<file path="config.mk">
export PLATFORM = sky130hd
export DESIGN_NAME = tlpwm_top
export DESIGN_NICKNAME = d
export VERILOG_FILES = /design/src/include/tlpwm_pkg.sv /design/src/rtl/tlpwm_top.sv /design/src/rtl/tlpwm_chan.sv
export VERILOG_INCLUDE_DIRS = /design/src /design/src/include
export SDC_FILE = /design/constraint.sdc
export NUM_CORES = 1
export LEC_CHECK = 0
export BUFFER_PORTS_ARGS = -buffer_cell sky130_fd_sc_hd__buf_2
export CORE_MARGIN = 2
export CORE_UTILIZATION = 65
export CTS_BUF_LIST = sky130_fd_sc_hd__clkbuf_8
export DETAILED_ROUTE_END_ITERATION = 8
export PLACE_DENSITY = 0.84
export SYNTH_ARGS = -nofsm -noshare
export SYNTH_HDL_FRONTEND = slang
export SYNTH_SLANG_ARGS = --single-unit
</file>
<file path="constraint.sdc">
create_clock -name i_core_clk -period 5.82 [get_ports i_core_clk]
set_input_delay 0 -clock i_core_clk [delete_from_list [all_inputs] [get_ports i_core_clk]]
set_output_delay 0 -clock i_core_clk [all_outputs]
set_load 0.02 [all_outputs]
</file>
<file path="src/include/tlpwm_regs.svh">
// Register offsets, field positions, reset values and timing figures of the triple pwm generator.
`ifndef TLPWM_REGS_SVH
`define TLPWM_REGS_SVH

// Byte offsets of the word-aligned registers.
`define TLPWM_OFS_CLOCK_CONTROL     8'h00
`define TLPWM_OFS_BOUND_HIGH        8'h04
`define TLPWM_OFS_BOUND_LOW         8'h08
`define TLPWM_OFS_CH0_DUTY_HIGH     8'h0C
`define TLPWM_OFS_CH0_DUTY_LOW      8'h10
`define TLPWM_OFS_CH0_OUT_CONTROL   8'h14
`define TLPWM_OFS_CH1_DUTY_HIGH     8'h18
`define TLPWM_OFS_CH1_DUTY_LOW      8'h1C
`define TLPWM_OFS_CH1_OUT_CONTROL   8'h20
`define TLPWM_OFS_CH2_DUTY_HIGH     8'h24
`define TLPWM_OFS_CH2_DUTY_LOW      8'h28
`define TLPWM_OFS_CH2_OUT_CONTROL   8'h2C
`define TLPWM_OFS_COMP_GATE_SELECT  8'h30
`define TLPWM_OFS_COUNTER_STATUS    8'h34

// Clock control fields.
`define TLPWM_CLK_ENABLE_BIT        7
`define TLPWM_CLK_PRESCALE_MSB      6
`define TLPWM_CLK_PRESCALE_LSB      4
`define TLPWM_CLK_SOURCE_BIT        0

// Bound and duty low register fields.
`define TLPWM_LOW_BITS_MSB          7
`define TLPWM_LOW_BITS_LSB          6
`define TLPWM_HALF_STEP_BIT         5

// Channel output control fields.
`define TLPWM_OUT_INVERT_BIT        7
`define TLPWM_OUT_OR_BIT            5
`define TLPWM_OUT_XOR_BIT           4
`define TLPWM_OUT_PIN_SECOND_BIT    1
`define TLPWM_OUT_PIN_FIRST_BIT     0

// Reset value of every writable register.
`define TLPWM_REG_RESET             8'h00

// Bus answer latency in clock cycles from the first request cycle.
`define TLPWM_BUS_WAIT_CYCLES       1

`endif

</file>
<file path="src/include/tlpwm_pkg.sv">
// Types shared by the triple pwm generator modules.
package tlpwm_pkg;

  // Source of the shared counter clock.
  typedef enum logic [0:0]
  {
    TLPWM_SRC_SYSTEM = 1'b0,
    TLPWM_SRC_FAST   = 1'b1
  } tlpwm_src_t;

  // Channel zero combination with channel one.
  typedef enum logic [1:0]
  {
    TLPWM_MIX_NONE = 2'b00,
    TLPWM_MIX_XOR  = 2'b01,
    TLPWM_MIX_OR   = 2'b10,
    TLPWM_MIX_BOTH = 2'b11
  } tlpwm_mix_t;

  // Builds a 10-bit bound from a high byte and the two top bits of a low byte.
  function automatic logic [9:0] tlpwm_bits10(input logic [7:0] hi, input logic [7:0] lo);
    tlpwm_bits10 = {hi, lo[7:6]};
  endfunction

endpackage

</file>
<file path="src/rtl/tlpwm_top.sv">
// Triple pwm generator with shared counter, output routing, combination and comparator gating.
//
// Design decisions made here: the address map and the Avalon-MM interface to the registers.
`timescale 1ns/1ps
`include "tlpwm_regs.svh"

module tlpwm_top
  import tlpwm_pkg::*;
(
  // Clock and reset.
  input  wire logic        i_core_clk,
  input  wire logic        i_nrst,
  // Avalon-MM slave.
  input  wire logic [7:0]  i_avs_address,
  input  wire logic        i_avs_read,
  input  wire logic        i_avs_write,
  input  wire logic [31:0] i_avs_writedata,
  output logic [31:0]      o_avs_readdata,
  output logic             o_avs_waitrequest,
  // Asynchronous inputs from outside this clock domain.
  input  wire logic        i_fast_osc,
  input  wire logic        i_comparator,
  // Pin outputs; enables are low while the pin is driven.
  output logic             o_pin_a3,
  output logic             o_pin_a3_en_n,
  output logic             o_pin_a4,
  output logic             o_pin_a4_en_n,
  output logic             o_pin_a0,
  output logic             o_pin_a0_en_n,
  output logic             o_pin_a7,
  output logic             o_pin_a7_en_n
);

  // Register file.
  logic [7:0]  pwm_clock_control_q;
  logic [7:0]  counter_bound_high_q;
  logic [7:0]  counter_bound_low_q;
  logic [7:0]  duty_bound_high_q [3];
  logic [7:0]  duty_bound_low_q [3];
  logic [7:0]  channel_output_control_q [3];
  logic [2:0]  comparator_gate_select_q;
  logic        ack_q;
  logic [31:0] readdata_q;
  logic [31:0] read_mux;
  // Synchronisers and time base.
  logic        osc_s1_q, osc_s2_q, osc_s3_q;
  logic        comp_s1_q, comp_s2_q;
  logic        tick;
  logic [6:0]  pre_cnt_q;
  logic [6:0]  pre_last;
  logic [6:0]  half_lim;
  logic        step;
  logic        first_half;
  logic [9:0]  count_q;
  logic [9:0]  counter_bound_bits;
  logic        run;
  // Waveforms.
  logic [2:0]  wave;
  logic [2:0]  out_wave;
  logic        pin_a3_q, pin_a4_q, pin_a0_q, pin_a7_q;
  logic        pin_a3_en_n_q, pin_a4_en_n_q, pin_a0_en_n_q, pin_a7_en_n_q;

  // The answer always comes one cycle after the request is first seen.
  assign o_avs_waitrequest = (i_avs_read || i_avs_write) && !ack_q;
  assign o_avs_readdata    = readdata_q;

  // Read decode; unmapped offsets read zero.
  always_comb
  begin
    read_mux = 32'h00000000;
    case (i_avs_address)
      `TLPWM_OFS_CLOCK_CONTROL:    read_mux[7:0] = pwm_clock_control_q;
      `TLPWM_OFS_BOUND_HIGH:       read_mux[7:0] = counter_bound_high_q;
      `TLPWM_OFS_BOUND_LOW:        read_mux[7:0] = counter_bound_low_q;
      `TLPWM_OFS_CH0_DUTY_HIGH:    read_mux[7:0] = duty_bound_high_q[0];
      `TLPWM_OFS_CH0_DUTY_LOW:     read_mux[7:0] = duty_bound_low_q[0];
      `TLPWM_OFS_CH0_OUT_CONTROL:  read_mux[7:0] = channel_output_control_q[0];
      `TLPWM_OFS_CH1_DUTY_HIGH:    read_mux[7:0] = duty_bound_high_q[1];
      `TLPWM_OFS_CH1_DUTY_LOW:     read_mux[7:0] = duty_bound_low_q[1];
      `TLPWM_OFS_CH1_OUT_CONTROL:  read_mux[7:0] = channel_output_control_q[1];
      `TLPWM_OFS_CH2_DUTY_HIGH:    read_mux[7:0] = duty_bound_high_q[2];
      `TLPWM_OFS_CH2_DUTY_LOW:     read_mux[7:0] = duty_bound_low_q[2];
      `TLPWM_OFS_CH2_OUT_CONTROL:  read_mux[7:0] = channel_output_control_q[2];
      `TLPWM_OFS_COMP_GATE_SELECT: read_mux[2:0] = comparator_gate_select_q;
      `TLPWM_OFS_COUNTER_STATUS:   read_mux      = {wave, 19'h00000, count_q};
      default:                     read_mux      = 32'h00000000;
    endcase
  end

  // Handshake and read data capture.
  always_ff @(posedge i_core_clk or negedge i_nrst)
  begin
    if (!i_nrst)
    begin
      ack_q      <= 1'b0;
      readdata_q <= 32'h00000000;
    end
    else
    begin
      ack_q <= o_avs_waitrequest;
      if (o_avs_waitrequest && i_avs_read)
        readdata_q <= read_mux;
    end
  end

  // Register writes take effect at the edge where waitrequest is low.
  always_ff @(posedge i_core_clk or negedge i_nrst)
  begin
    if (!i_nrst)
    begin
      pwm_clock_control_q      <= `TLPWM_REG_RESET;
      counter_bound_high_q     <= `TLPWM_REG_RESET;
      counter_bound_low_q      <= `TLPWM_REG_RESET;
      comparator_gate_select_q <= 3'h0;
      for (int i = 0; i < 3; i++)
      begin
        duty_bound_high_q[i]        <= `TLPWM_REG_RESET;
        duty_bound_low_q[i]         <= `TLPWM_REG_RESET;
        channel_output_control_q[i] <= `TLPWM_REG_RESET;
      end
    end
    else if (i_avs_write && ack_q)
    begin
      case (i_avs_address)
        `TLPWM_OFS_CLOCK_CONTROL:    pwm_clock_control_q         <= i_avs_writedata[7:0];
        `TLPWM_OFS_BOUND_HIGH:       counter_bound_high_q        <= i_avs_writedata[7:0];
        `TLPWM_OFS_BOUND_LOW:        counter_bound_low_q         <= i_avs_writedata[7:0];
        `TLPWM_OFS_CH0_DUTY_HIGH:    duty_bound_high_q[0]        <= i_avs_writedata[7:0];
        `TLPWM_OFS_CH0_DUTY_LOW:     duty_bound_low_q[0]         <= i_avs_writedata[7:0];
        `TLPWM_OFS_CH0_OUT_CONTROL:  channel_output_control_q[0] <= i_avs_writedata[7:0];
        `TLPWM_OFS_CH1_DUTY_HIGH:    duty_bound_high_q[1]        <= i_avs_writedata[7:0];
        `TLPWM_OFS_CH1_DUTY_LOW:     duty_bound_low_q[1]         <= i_avs_writedata[7:0];
        `TLPWM_OFS_CH1_OUT_CONTROL:  channel_output_control_q[1] <= i_avs_writedata[7:0];
        `TLPWM_OFS_CH2_DUTY_HIGH:    duty_bound_high_q[2]        <= i_avs_writedata[7:0];
        `TLPWM_OFS_CH2_DUTY_LOW:     duty_bound_low_q[2]         <= i_avs_writedata[7:0];
        `TLPWM_OFS_CH2_OUT_CONTROL:  channel_output_control_q[2] <= i_avs_writedata[7:0];
        `TLPWM_OFS_COMP_GATE_SELECT: comparator_gate_select_q    <= i_avs_writedata[2:0];
        default:                     ;
      endcase
    end
  end

  // Two-stage synchronisers; the third oscillator stage only feeds edge detection.
  always_ff @(posedge i_core_clk or negedge i_nrst)
  begin
    if (!i_nrst)
    begin
      osc_s1_q  <= 1'b0;
      osc_s2_q  <= 1'b0;
      osc_s3_q  <= 1'b0;
      comp_s1_q <= 1'b0;
      comp_s2_q <= 1'b0;
    end
    else
    begin
      osc_s1_q  <= i_fast_osc;
      osc_s2_q  <= osc_s1_q;
      osc_s3_q  <= osc_s2_q;
      comp_s1_q <= i_comparator;
      comp_s2_q <= comp_s1_q;
    end
  end

  // Clock source and prescale decode shared by all three channels.
  // The fast oscillator is sampled, so it must run below half the core clock.
  always_comb
  begin
    run      = pwm_clock_control_q[`TLPWM_CLK_ENABLE_BIT];
    tick     = (pwm_clock_control_q[`TLPWM_CLK_SOURCE_BIT] == TLPWM_SRC_FAST) ?
               (osc_s2_q && !osc_s3_q) : 1'b1;
    pre_last = 7'((8'h01 << pwm_clock_control_q[`TLPWM_CLK_PRESCALE_MSB:`TLPWM_CLK_PRESCALE_LSB]) - 8'h01);
    half_lim = 7'((8'h01 << pwm_clock_control_q[`TLPWM_CLK_PRESCALE_MSB:`TLPWM_CLK_PRESCALE_LSB]) >> 1);
    step     = run && tick && (pre_cnt_q == pre_last);
    first_half = pre_cnt_q < half_lim;
    counter_bound_bits = tlpwm_bits10(counter_bound_high_q, counter_bound_low_q);
  end

  // Prescaler counts source ticks and restarts on each counter step.
  always_ff @(posedge i_core_clk or negedge i_nrst)
  begin
    if (!i_nrst)
      pre_cnt_q <= 7'h00;
    else if (!run)
      pre_cnt_q <= 7'h00;
    else if (tick)
      pre_cnt_q <= (pre_cnt_q >= pre_last) ? 7'h00 : pre_cnt_q + 7'h01;
  end

  // Shared up-counter; a bound lowered below the count wraps it at the next step.
  always_ff @(posedge i_core_clk or negedge i_nrst)
  begin
    if (!i_nrst)
      count_q <= 10'h000;
    else if (!run)
      count_q <= 10'h000;
    else if (step)
      count_q <= (count_q >= counter_bound_bits) ? 10'h000 : count_q + 10'h001;
  end

  // Three channels compare against the same count so their cycles start together.
  for (genvar g = 0; g < 3; g++)
  begin : g_chan
    tlpwm_chan #(.W(10)) u_chan
    (
      .i_core_clk   (i_core_clk),
      .i_nrst       (i_nrst),
      .i_count      (count_q),
      .i_first_half (first_half),
      .i_duty_high  (duty_bound_high_q[g]),
      .i_duty_low   (duty_bound_low_q[g]),
      .o_wave_q     (wave[g])
    );
  end

  // Combination, inversion and gating; a gated channel is held low, not frozen.
  always_comb
  begin
    case (tlpwm_mix_t'({channel_output_control_q[0][`TLPWM_OUT_OR_BIT],
                        channel_output_control_q[0][`TLPWM_OUT_XOR_BIT]}))
      TLPWM_MIX_XOR:  out_wave[0] = wave[0] ^ wave[1];
      TLPWM_MIX_OR:   out_wave[0] = wave[0] | wave[1];
      TLPWM_MIX_BOTH: out_wave[0] = (wave[0] ^ wave[1]) | wave[1];
      default:        out_wave[0] = wave[0];
    endcase
    out_wave[1] = wave[1];
    out_wave[2] = wave[2];
    for (int i = 0; i < 3; i++)
    begin
      out_wave[i] = out_wave[i] ^ channel_output_control_q[i][`TLPWM_OUT_INVERT_BIT];
      if (comparator_gate_select_q[i] && comp_s2_q)
        out_wave[i] = 1'b0;
    end
  end

  // Registered pin drive and routing.
  always_ff @(posedge i_core_clk or negedge i_nrst)
  begin
    if (!i_nrst)
    begin
      pin_a3_q      <= 1'b0;
      pin_a4_q      <= 1'b0;
      pin_a0_q      <= 1'b0;
      pin_a7_q      <= 1'b0;
      pin_a3_en_n_q <= 1'b1;
      pin_a4_en_n_q <= 1'b1;
      pin_a0_en_n_q <= 1'b1;
      pin_a7_en_n_q <= 1'b1;
    end
    else
    begin
      pin_a3_q      <= out_wave[0];
      pin_a4_q      <= out_wave[1];
      pin_a0_q      <= out_wave[2];
      pin_a7_q      <= out_wave[2];
      pin_a3_en_n_q <= !channel_output_control_q[0][`TLPWM_OUT_PIN_FIRST_BIT];
      pin_a4_en_n_q <= !channel_output_control_q[1][`TLPWM_OUT_PIN_FIRST_BIT];
      pin_a0_en_n_q <= !channel_output_control_q[2][`TLPWM_OUT_PIN_FIRST_BIT];
      pin_a7_en_n_q <= !channel_output_control_q[2][`TLPWM_OUT_PIN_SECOND_BIT];
    end
  end

  assign o_pin_a3      = pin_a3_q;
  assign o_pin_a4      = pin_a4_q;
  assign o_pin_a0      = pin_a0_q;
  assign o_pin_a7      = pin_a7_q;
  assign o_pin_a3_en_n = pin_a3_en_n_q;
  assign o_pin_a4_en_n = pin_a4_en_n_q;
  assign o_pin_a0_en_n = pin_a0_en_n_q;
  assign o_pin_a7_en_n = pin_a7_en_n_q;
endmodule // tlpwm_top

</file>
<file path="src/rtl/tlpwm_chan.sv">
// One pwm channel comparator producing the raw waveform from the shared count.
`timescale 1ns/1ps
`include "tlpwm_regs.svh"

module tlpwm_chan
  import tlpwm_pkg::*;
#(
  parameter int W = 10
)
(
  // Clock and reset.
  input  wire logic         i_core_clk,
  input  wire logic         i_nrst,
  // Shared time base.
  input  wire logic [W-1:0] i_count,
  input  wire logic         i_first_half,
  // Duty registers.
  input  wire logic [7:0]   i_duty_high,
  input  wire logic [7:0]   i_duty_low,
  // Raw waveform.
  output logic              o_wave_q
);

  logic [W-1:0] duty_upper_bits;
  logic         duty_half_step_bit;
  logic         wave_d;

  // Duty bound decode; the half step stretches the last count by half a count.
  always_comb
  begin
    duty_upper_bits    = tlpwm_bits10(i_duty_high, i_duty_low);
    duty_half_step_bit = i_duty_low[`TLPWM_HALF_STEP_BIT];
    wave_d             = (i_count < duty_upper_bits) ||
                         ((i_count == duty_upper_bits) && (duty_half_step_bit || i_first_half));
  end

  // The waveform is registered so the pins never glitch on compare edges.
  always_ff @(posedge i_core_clk or negedge i_nrst)
  begin
    if (!i_nrst)
      o_wave_q <= 1'b0;
    else
      o_wave_q <= wave_d;
  end
endmodule // tlpwm_chan

</file>
### Word-level counts from Yosys, hierarchy flattened

Index checks and enable logic that the tools add are counted.
W data, S select, Z words.

* register bits after elaboration: 164
* input bits: 46
* output and inout port bits: 41
* logic and storage cells: 123

* $add $sub $neg: 3
* $lt $le $gt $ge: 6
* equality and inequality tests: 22
* shifts and indexed selects: 1
* muxes and demuxes: 14
* bitwise gates (word level): 6
* reductions and logical operators: 39

Operators by type and width (count)
* $pmux W5 S13: 1
* $eq A8 B6 Y1 const B: 6
* $pmux W3 S14: 1
* $eq A8 B5 Y1 const B: 4
* $eq A10 B10 Y1: 3
* $lt A10 B10 Y1: 3
* $mux W10: 3
* $reduce_and A2 Y1: 13
* $mux W24: 1
* $mux W7: 3
* $eq A8 B4 Y1 const B: 2
* $logic_and A1 B1 Y1: 12
* $add A10 B1 Y10 const B: 1
* $ge A10 B10 Y1: 1
* $eq A8 B3 Y1 const B: 1
* $logic_not A8 Y1: 1
* $shl A1 B3 Y8 const A: 1
* $add A7 B1 Y7 const B: 1
* $eq A7 B7 Y1: 1
* $ge A7 B7 Y1: 1
* $logic_or A1 B1 Y1: 7
* $lt A7 B7 Y1: 1
* $sub A7 B1 Y7 const B: 1
* $logic_not A1 Y1: 6
* 7 further kinds: 16

### Logic depth before layout (Yosys ltp)

Gate-level depths: netlist of the first run.

* depth after elaboration: 7
* gate-level depth with buffers: 15
* gate-level depth less buffers: 12

### Modules after synthesis

From an unflattened synthesis of the first run, not the netlist that was laid out.

* cells, all modules: 761
* area total of the unflattened synthesis: 8376.8 um^2

Modules (own cells, without submodules)
* tlpwm_top: times used 1, cells each 653, area each 7517.2 um^2, seq. area each 3558.4 um^2
* tlpwm_chan: times used 3, cells each 36, area each 286.5 um^2, seq. area each 25.0 um^2

### Worst setup path before layout of the first run

OpenSTA, ideal clock, no wires.

* path kind: register to register
* from: register pwm_clock_control_q[5]
* to: register count_q[5]
* setup time: 87 ps
* arrival: 2932 ps
* data required time: 5733 ps
* path slack: 2801 ps
* cell stages (with the launch flop): 14
* buffers on the path: 2
* clock period less this slack: 3019 ps
* path through: dfrtp_1 > clkbuf_1 > or3_1 > ha_1 > nor3_1 > a21o_1 > a21oi_1 > ha_1 > nand4_1 > a211o_1 > clkbuf_1 > a2111oi_0 > o21ai_0 > o211ai_1

* word-level cells in the longest chain between the ends: 5

Ends and longest elaborated chain
* from (decl): line tlpwm_top.sv:35 `logic [7:0] pwm_clock_control_q;`
* from (signal assigned): line tlpwm_top.sv:111 `` pwm_clock_control_q <= `TLPWM_REG_RESET; ``
* from (signal assigned): line tlpwm_top.sv:125 `` `TLPWM_OFS_CLOCK_CONTROL: pwm_clock_control_q <= i_avs_writedata[7:0]; ``
* $shl A1 B3 Y8
* $sub A7 B1 Y7: line tlpwm_top.sv:171 `` pre_last = 7'((8'h01 << pwm_clock_control_q[`TLPWM_CLK_PRESCALE_MSB:`TLPWM_CLK_PRESCALE_LSB]) - 8'h01); ``
* $eq A7 B7 Y1: line tlpwm_top.sv:173 `step = run && tick && (pre_cnt_q == pre_last);`
* $logic_and A1 B1 Y1: line tlpwm_top.sv:173
* $ne A2 B1 Y1 (no source line)
* to (signal assigned): line tlpwm_top.sv:197 `count_q <= (count_q >= counter_bound_bits) ? 10'h000 : count_q + 10'h001;`
* to (decl): line tlpwm_top.sv:54 `logic [9:0] count_q;`

Every way passes these cells.
A chain may end at the register's enable or synchronous reset.

### Worst setup path in the final report of the first run

* from: register pwm_clock_control_q[4]
* to: register count_q[6]

Same word-level chain as after synthesis.

==> results of run 1 <==
[registers in the layout, summed over array words and instances, names as in the netlist, 3 cells and up]
signal                    cells
g_chan.u_chan.o_wave_q        3
pwm_clock_control_q           8
count_q                      10
o_avs_readdata               13
duty_bound_high_q            24
channel_output_control_q     24
pre_cnt_q                     7
counter_bound_high_q          8
comparator_gate_select_q      3
counter_bound_low_q           8
duty_bound_low_q             24
[how the worst min path moves through the flow]
stage | start | endpoint | cells after the start
6_report | i_nrst | channel_output_control_q[21]$_DFFE_PN0P_ | 2
5_1_grt | i_avs_write | channel_output_control_q[16]$_DFFE_PN0P_ | 4
4_1_cts | i_avs_address[6] | o_avs_readdata[5]$_DFFE_PN0P_ | 3
3_5_place_dp | i_nrst | o_avs_readdata[9]$_DFFE_PN0P_ | 1
3_3_place_gp | i_nrst | o_avs_readdata[9]$_DFFE_PN0P_ | 1
2_1_floorplan | i_nrst | ack_q$_DFF_PN0_ | 0
[routing by layer]
metal	track usage, %	share of wire (%)	vias to the layer above
li1	-	-	2916
met1	44.2	39	3219
met2	52.7	46	412
met3	8.60	10	91
met4	17.1	4.3	0
met5	0	0	-
[cells by family (layout without fill, tap and decap cells)]
group	after synthesis	count (layout)
mux	123	123
other cells	1	19
fa+ha+maj	57	57
buf+inv	104	143
simple gates	189	189
xor+xnor	5	5
compound gates	160	160
flops	145	145
[worst max-delay path: stages, from the launching register on]
cell       delay, ns
dfrtp_1         0.53
or3_1           0.44
ha_1            0.28
nor3_1          0.21
a21o_1          0.10
a21oi_1         0.07
ha_1            0.32
nand4_1         0.12
a211o_1         0.43
a2111oi_0       0.50
o22ai_1         0.13
nand2_1         0.11
[placed cells by master, fill, tap and decap left out, drive strengths merged, types with 3 or more instances in the layout]
cell         instances
and3                 6
nor3                 9
mux4                 4
bufinv               5
inv                 53
a31oi               13
a21o                13
or3                  3
a211oi               8
nand2               72
nor2                22
o21ai               47
dfrtp              141
clkinv               5
conb                19
mux2               105
and2                 4
mux2i               14
nor4b                3
nand2b               4
nand4               10
nand3b               5
a21oi               27
xor2                 4
a22oi               11
buf                 45
a221oi               3
nand3               23
ha                  57
o211ai               5
dfstp                4
a22o                 5
nor4                 5
clkbuf              18
o22ai                9
dlygate4sd3         16
nor2b                8
a2111oi              3
[synth_stat cells (6+ instances only)]
library cell / n
o22ai_1: 9
buf_2: 9
a21oi_1: 27
nand2_1: 70
dfrtp_1: 141
buf_4: 21
ha_1: 57
a211oi_1: 8
a31oi_1: 13
nand4_1: 10
a22oi_1: 11
nor2_1: 18
nand3_1: 23
o21ai_0: 47
mux2_2: 104
inv_1: 50
nor3_1: 7
a21o_1: 13
clkbuf_1: 22
and3_1: 6
nor2b_1: 8
mux2i_1: 14
[where the power goes]
part	switching, mW	internal (mW)	total, mW	leakage (nW)
Clock	0.379	0.514	0.893	0.236
Sequential	0.0224	1.04	1.06	1.92
Combinational	0.150	0.0727	0.222	2.28
[metrics by stage]
stage | power, mW | cell area (um^2) | setup WS, ns | hold slack [ns]
detailed placement | 1.28 | 8550 | 2.62 | -0.00616
finish | 2.17 | 9160 | 2.53 | 0.0595
CTS | 2.18 | 9160 | 2.60 | 0.0613
global placement | 1.28 | 8550 | 2.76 | -0.0119
floorplan | 1.22 | 8400 | 2.80 | -0.296
global route | 2.25 | 9160 | 2.32 | 0.0968
[what timing repair did]
action / in CTS / in global routing
hold buffers: 16 / 0
endpoints found under the hold margin: 92 / 0
endpoints found under the setup margin: 0 / 0
[final cells by class]
type                    count  area share [%]
repair buffers             61            4.33
flip-flops and latches    145            39.7
well taps                 172            2.35
inverters                  50            2.05
multi-input cells         553            46.7
clock buffers              18            2.71
clock inverters            14            2.16
==> results.md, run 1 <==
* Status: finished, final reports clean
* Number of cells upsized or downsized after cts at 0
* Core ar. at between 0.01 and 0.015 mm^2
* Worst vdd ir at between 0.15 and 0.2 mV
* Slew Viols, Final at 0
* Crit path arrival time at approximately 3.7 ns
* Yosys warnings at 0
* GRT Resource Usage Total at 33.8%
* Die width at ~120 um
* Starting Density at about two thirds
* Die area at ~0.014 mm^2
* Hold Path Class: in2async
* Starting DRC count in detailed routing at roughly 720
* Seq/Total Area, Yosys at a little over two fifths
* Initial DRT Pass Iterations at 6
* Setup TNS at 0 ns
* Achievable frequency at between 0.3 and 0.4 GHz
* Critical path peak fanout at 13
* Remaining Overflow, GRT at 0
* Largest net degree at the start of global routing at 90
* First-pass GRT wire length at approximately 35000 um
* # clock sinks at between 100 and 150
* Syn avg cell area at approximately 11 um^2
* Least-Margin Pin Slew at about 1.1 ns
* PortBufs at 43
* Diodes inserted at 0
* Critical Path Sink Type: flip-flop
* Reg2Reg Setup Slack at 2.53 ns
* DRT antenna net count at 0
* Clk buf depth at 2
* DRC viols at 0
* Post-synth EDFFs at 0
* Via count of the first global-routing pass at around 6.6k
* R2r worst-path depth at 11
* Layout cells sized above 1 at between 20% and 30%
* Xor and xnor area share after synthesis at less than 1%
* Synth unique cells at 68
* Initial antenna violation count at 0
* Synth area leaders: dfrtp_1 (42%), mux2_2 (14%), ha_1 (8.6%), nand2_1 (3.2%), o21ai_0 (2.8%)
* Startpoint Class: flip-flop
* Post-synthesis cell area at around 0.0083 mm^2
* Routed length per instance at ~22 um
* DPL Wire Length at between 15000 and 20000 um
* Mux cell area share after synthesis at between 15 and 20%
* Post-synth top area share at between 40% and 50%
* Final Util at ~73%
* Setup Skew at 0.0103 ns
* Num CTS Buffers at 17
* Height of the die at 117 um
* Area Growth Syn to Fin at 9.90%
* Final count of hold timing violations at 0
* Via density at 6.55
* Synth Instances at just under 800
* R2r endpoint: count_q[6]$_DFFE_PN0P_
* Largest family of logic cells by synthesized area: multiplexers
* FF+latch area at approximately 0.0036 mm^2
* Synth Register Bits at 145
* Data required time of the worst path at 6.21 ns
* Routability Congestion at 1.03
* Post-CTS setup buffer count at 0
* Launch point of the worst path: pwm_clock_control_q[4]$_DFFE_PN0P_
* Power density cells at approximately 240 mW/mm^2
* Area leader, netlist: dfrtp_1
* Clock slew at reported path FFs at 0.08 ns
* Fraction of registers with async set/reset at 100%
* Fin crit period at between 3 and 4 ns
* Relative slew slack at roughly a quarter
* RSZ-0062 raised after global routing: no
* Kind of critical path: reg2reg
* CP endpoint: count_q[6]$_DFFE_PN0P_
* Final wirelength at about 22000 um
* # fillers at between 800 and 900
* Worst R2R Start: pwm_clock_control_q[4]$_DFFE_PN0P_
* Final period utilization at 56.6%
* Multi-input logic area at 0.00428 mm^2
* Setup violators final at 0
* Ports at a little under 90
* MaxCap Viol Count at 0
* Non-filler instance count after layout at slightly above 1k
* Clock latency on the worst-skew pair at between 0.4 and 0.5 ns
* Vias at between 6k and 7k
* Post-Synth Adder-Cell Area at 8.56%
* Synth Flop Type: dfrtp_1
* Synth Area in Simple Gates at between 10% and 20%
* CTS root buffer: clkbuf_8
* H-tree levels at 4
* Synth Area in Compound Gates at between 10% and 20%
* Dpl cells at 965
* Number of placement rows at 41
* CTS tree: built
* Leakage power at roughly 4.4 nW
* Final #Nets at roughly 930
Note: power is estimated with default switching activity, not from simulation.
==> run 2: changes to the inputs <==
--- a/config.mk
+++ b/config.mk
@@ -8,10 +8,10 @@
 export LEC_CHECK = 0
 export BUFFER_PORTS_ARGS = -buffer_cell sky130_fd_sc_hd__buf_2
 export CORE_MARGIN = 2
-export CORE_UTILIZATION = 65
+export CORE_UTILIZATION = 56
 export CTS_BUF_LIST = sky130_fd_sc_hd__clkbuf_8
 export DETAILED_ROUTE_END_ITERATION = 8
-export PLACE_DENSITY = 0.84
+export PLACE_DENSITY = 0.76
 export SYNTH_ARGS = -nofsm -noshare
 export SYNTH_HDL_FRONTEND = slang
 export SYNTH_SLANG_ARGS = --single-unit
==> constraint.sdc (replaced) <==
create_clock -name i_core_clk -period 2.75 [get_ports i_core_clk]
set_input_delay 0 -clock i_core_clk [delete_from_list [all_inputs] [get_ports i_core_clk]]
set_output_delay 0 -clock i_core_clk [all_outputs]
set_load 0.02 [all_outputs]
==> results.md, run 2 (synthesis gave the netlist of run 1 again) <==
* Remaining Overflow, GRT at 0
* Setup violators final at 1
* Overall power at around 4.5 mW
* Final #Nets at 948
* Final count of hold timing violations at 0
* Setup TNS at -0.000551 ns
* DPL Wire Length at around 16000 um
* Starting DRC count in detailed routing at 770
* Initial antenna violation count at 0
* Launch point of the worst path: pwm_clock_control_q[5]$_DFFE_PN0P_
* GRT Resource Usage Total at around 30%
* Final non-filler cell area at 0.00934 mm^2
* Height of the die at ~130 um
* Final period utilization at 100%
* Relative slew slack at 36.8%
* Routability Congestion at ~0.98
* Vias at around 6.7k
* MaxCap Viol Count at 0
* Achievable frequency at 0.364 GHz
* Number of placement rows at 44
* Critical Path Sink Type: flip-flop
* Hold Path Class: in2async
* Crit path arrival time at 3.13 ns
* CTS root buffer: clkbuf_8
* Via count of the first global-routing pass at just under 7k
* Status: finished with violations
* Pre-CTS WS at -0.0108 ns
* CTS tree: built
* H-tree levels at 4
* Die area at around 0.016 mm^2
* Worst vdd ir at around 0.49 mV
* Largest net degree at the start of global routing at 71
* Critical path peak fanout at 6
* Least-Margin Pin Slew at about 0.94 ns
* Setup Skew at 0.0131 ns
* Fin crit period at 2.75 ns
* Ports at 87
* Leakage power at about 4.5 nW
* Slew Viols, Final at 0
* Initial DRT Pass Iterations at 5
* Layout cells sized above 1 at approximately 27%
* Kind of critical path: reg2reg
* Most frequent cells in the layout: dfrtp_1 (140), mux2_2 (104), nand2_1 (70)
* Core ar. at between 0.01 and 0.015 mm^2
* Num CTS Buffers at 17
* Final Util at around 64%
* DRC viols at 0
* # clock sinks at roughly 150
* Commonest non-fill, non-tap cell in the layout: dfrtp_1
* First-pass GRT wire length at approximately 37000 um
* RSZ-0062 raised after global routing: yes
* Clock slew at reported path FFs at 0.08 ns
* Clk buf depth at 2
* Routed length per instance at 22.2 um
* Data required time of the worst path at 3.13 ns
* Power density cells at about 480 mW/mm^2
* Via density at 6.41
* Failing checks: negative setup slack
* Setup WS post-layout at -0.000551 ns
* # fillers at 1171
* DRT antenna net count at 0
* Die width at around 130 um
* Placed standard-cell area at roughly 0.0087 mm^2
* Diodes inserted at 0
* Final wirelength at 23100 um
* Area Growth Syn to Fin at 12.0%
* PortBufs at 43
* Clock latency on the worst-skew pair at around 0.46 ns
* Worst R2R Start: pwm_clock_control_q[5]$_DFFE_PN0P_
* Top flop regs: channel_output_control_q x24, duty_bound_high_q x24, duty_bound_low_q x24
* Startpoint Class: flip-flop
* Starting Density at 57.3%
-- run 2: cell types whose count changed in the layout (fill, tap and decap cells not counted), sizes merged --
cell,change
dlygate4sd3,-3
buf,+20
bufinv,-3
clkinv,+4
clkbuf,-1
-- run 2: power breakdown --
group	internal, mW	leakage [nW]	switching (mW)	total [mW]
logic	0.203	2.37	0.348	0.551
registers	2.19	1.91	0.0443	2.24
clock network	0.812	0.200	0.877	1.69
total	3.21	4.48	1.27	4.48
-- run 2: stage by stage --
| stage | cells | hold slack, ns |
|---|---|---|
| finish | 1042 | 0.0456 |
| global route | 1042 | 0.0763 |
| CTS | 1036 | 0.00572 |
| detailed placement | 991 | -0.0315 |
| global placement | 991 | -0.0342 |
| floorplan | 802 | -0.296 |
-- run 2: repair_timing --
action                                  CTS  global route
hold endpoints to repair                164             0
buffers inserted                          0             6
hold buffers                             13             0
pin swaps                                 0             6
endpoints found under the setup margin    5            16
resized for setup                         1            16
-- run 2: cell type report --
cell class | count | area [um^2] | area share (%)
clock buffers | 17 | 234 | 2.51
clock inverters | 15 | 158 | 1.69
inverters | 50 | 188 | 2.01
multi-input cells | 553 | 4360 | 46.7
flip-flops and latches | 145 | 3630 | 38.9
well taps | 184 | 230 | 2.47
repair buffers | 78 | 529 | 5.67
-- run 2: path summary, 6_finish.rpt --
kind                            depth (start not counted)  slack [ns]                                       end
worst max-delay path                                   11     -0.0006                    count_q[8]$_DFFE_PN0P_
worst min-delay path                                    2        0.05                    count_q[3]$_DFFE_PN0P_
worst max register to register                         11     -0.0006                    count_q[8]$_DFFE_PN0P_
worst min register to register                          0        0.35                        osc_s2_q$_DFF_PN0_
max in group asynchronous                               3        1.92                   o_pin_a4_en_n$_DFF_PN1_
min in group i_core_clk                                 5        0.05  channel_output_control_q[16]$_DFFE_PN0P_
-- run 2: critical path, stage by stage, from the launching register on --
cell and delay (ns):
dfrtp_1 0.41, or3_4 0.40, ha_4 0.20, nor3_4 0.10
a21o_1 0.12, a21oi_2 0.06, ha_1 0.29, nand4_1 0.13
a211o_4 0.40, buf_4 0.18, o21bai_2 0.21, o21ai_1 0.17
-- run 2: per-layer routing --
metal	track usage, %	routed length (um)
met1	40.2	9670
met2	46.7	10500
met3	7.94	2120
met4	12.0	835
met5	0	0
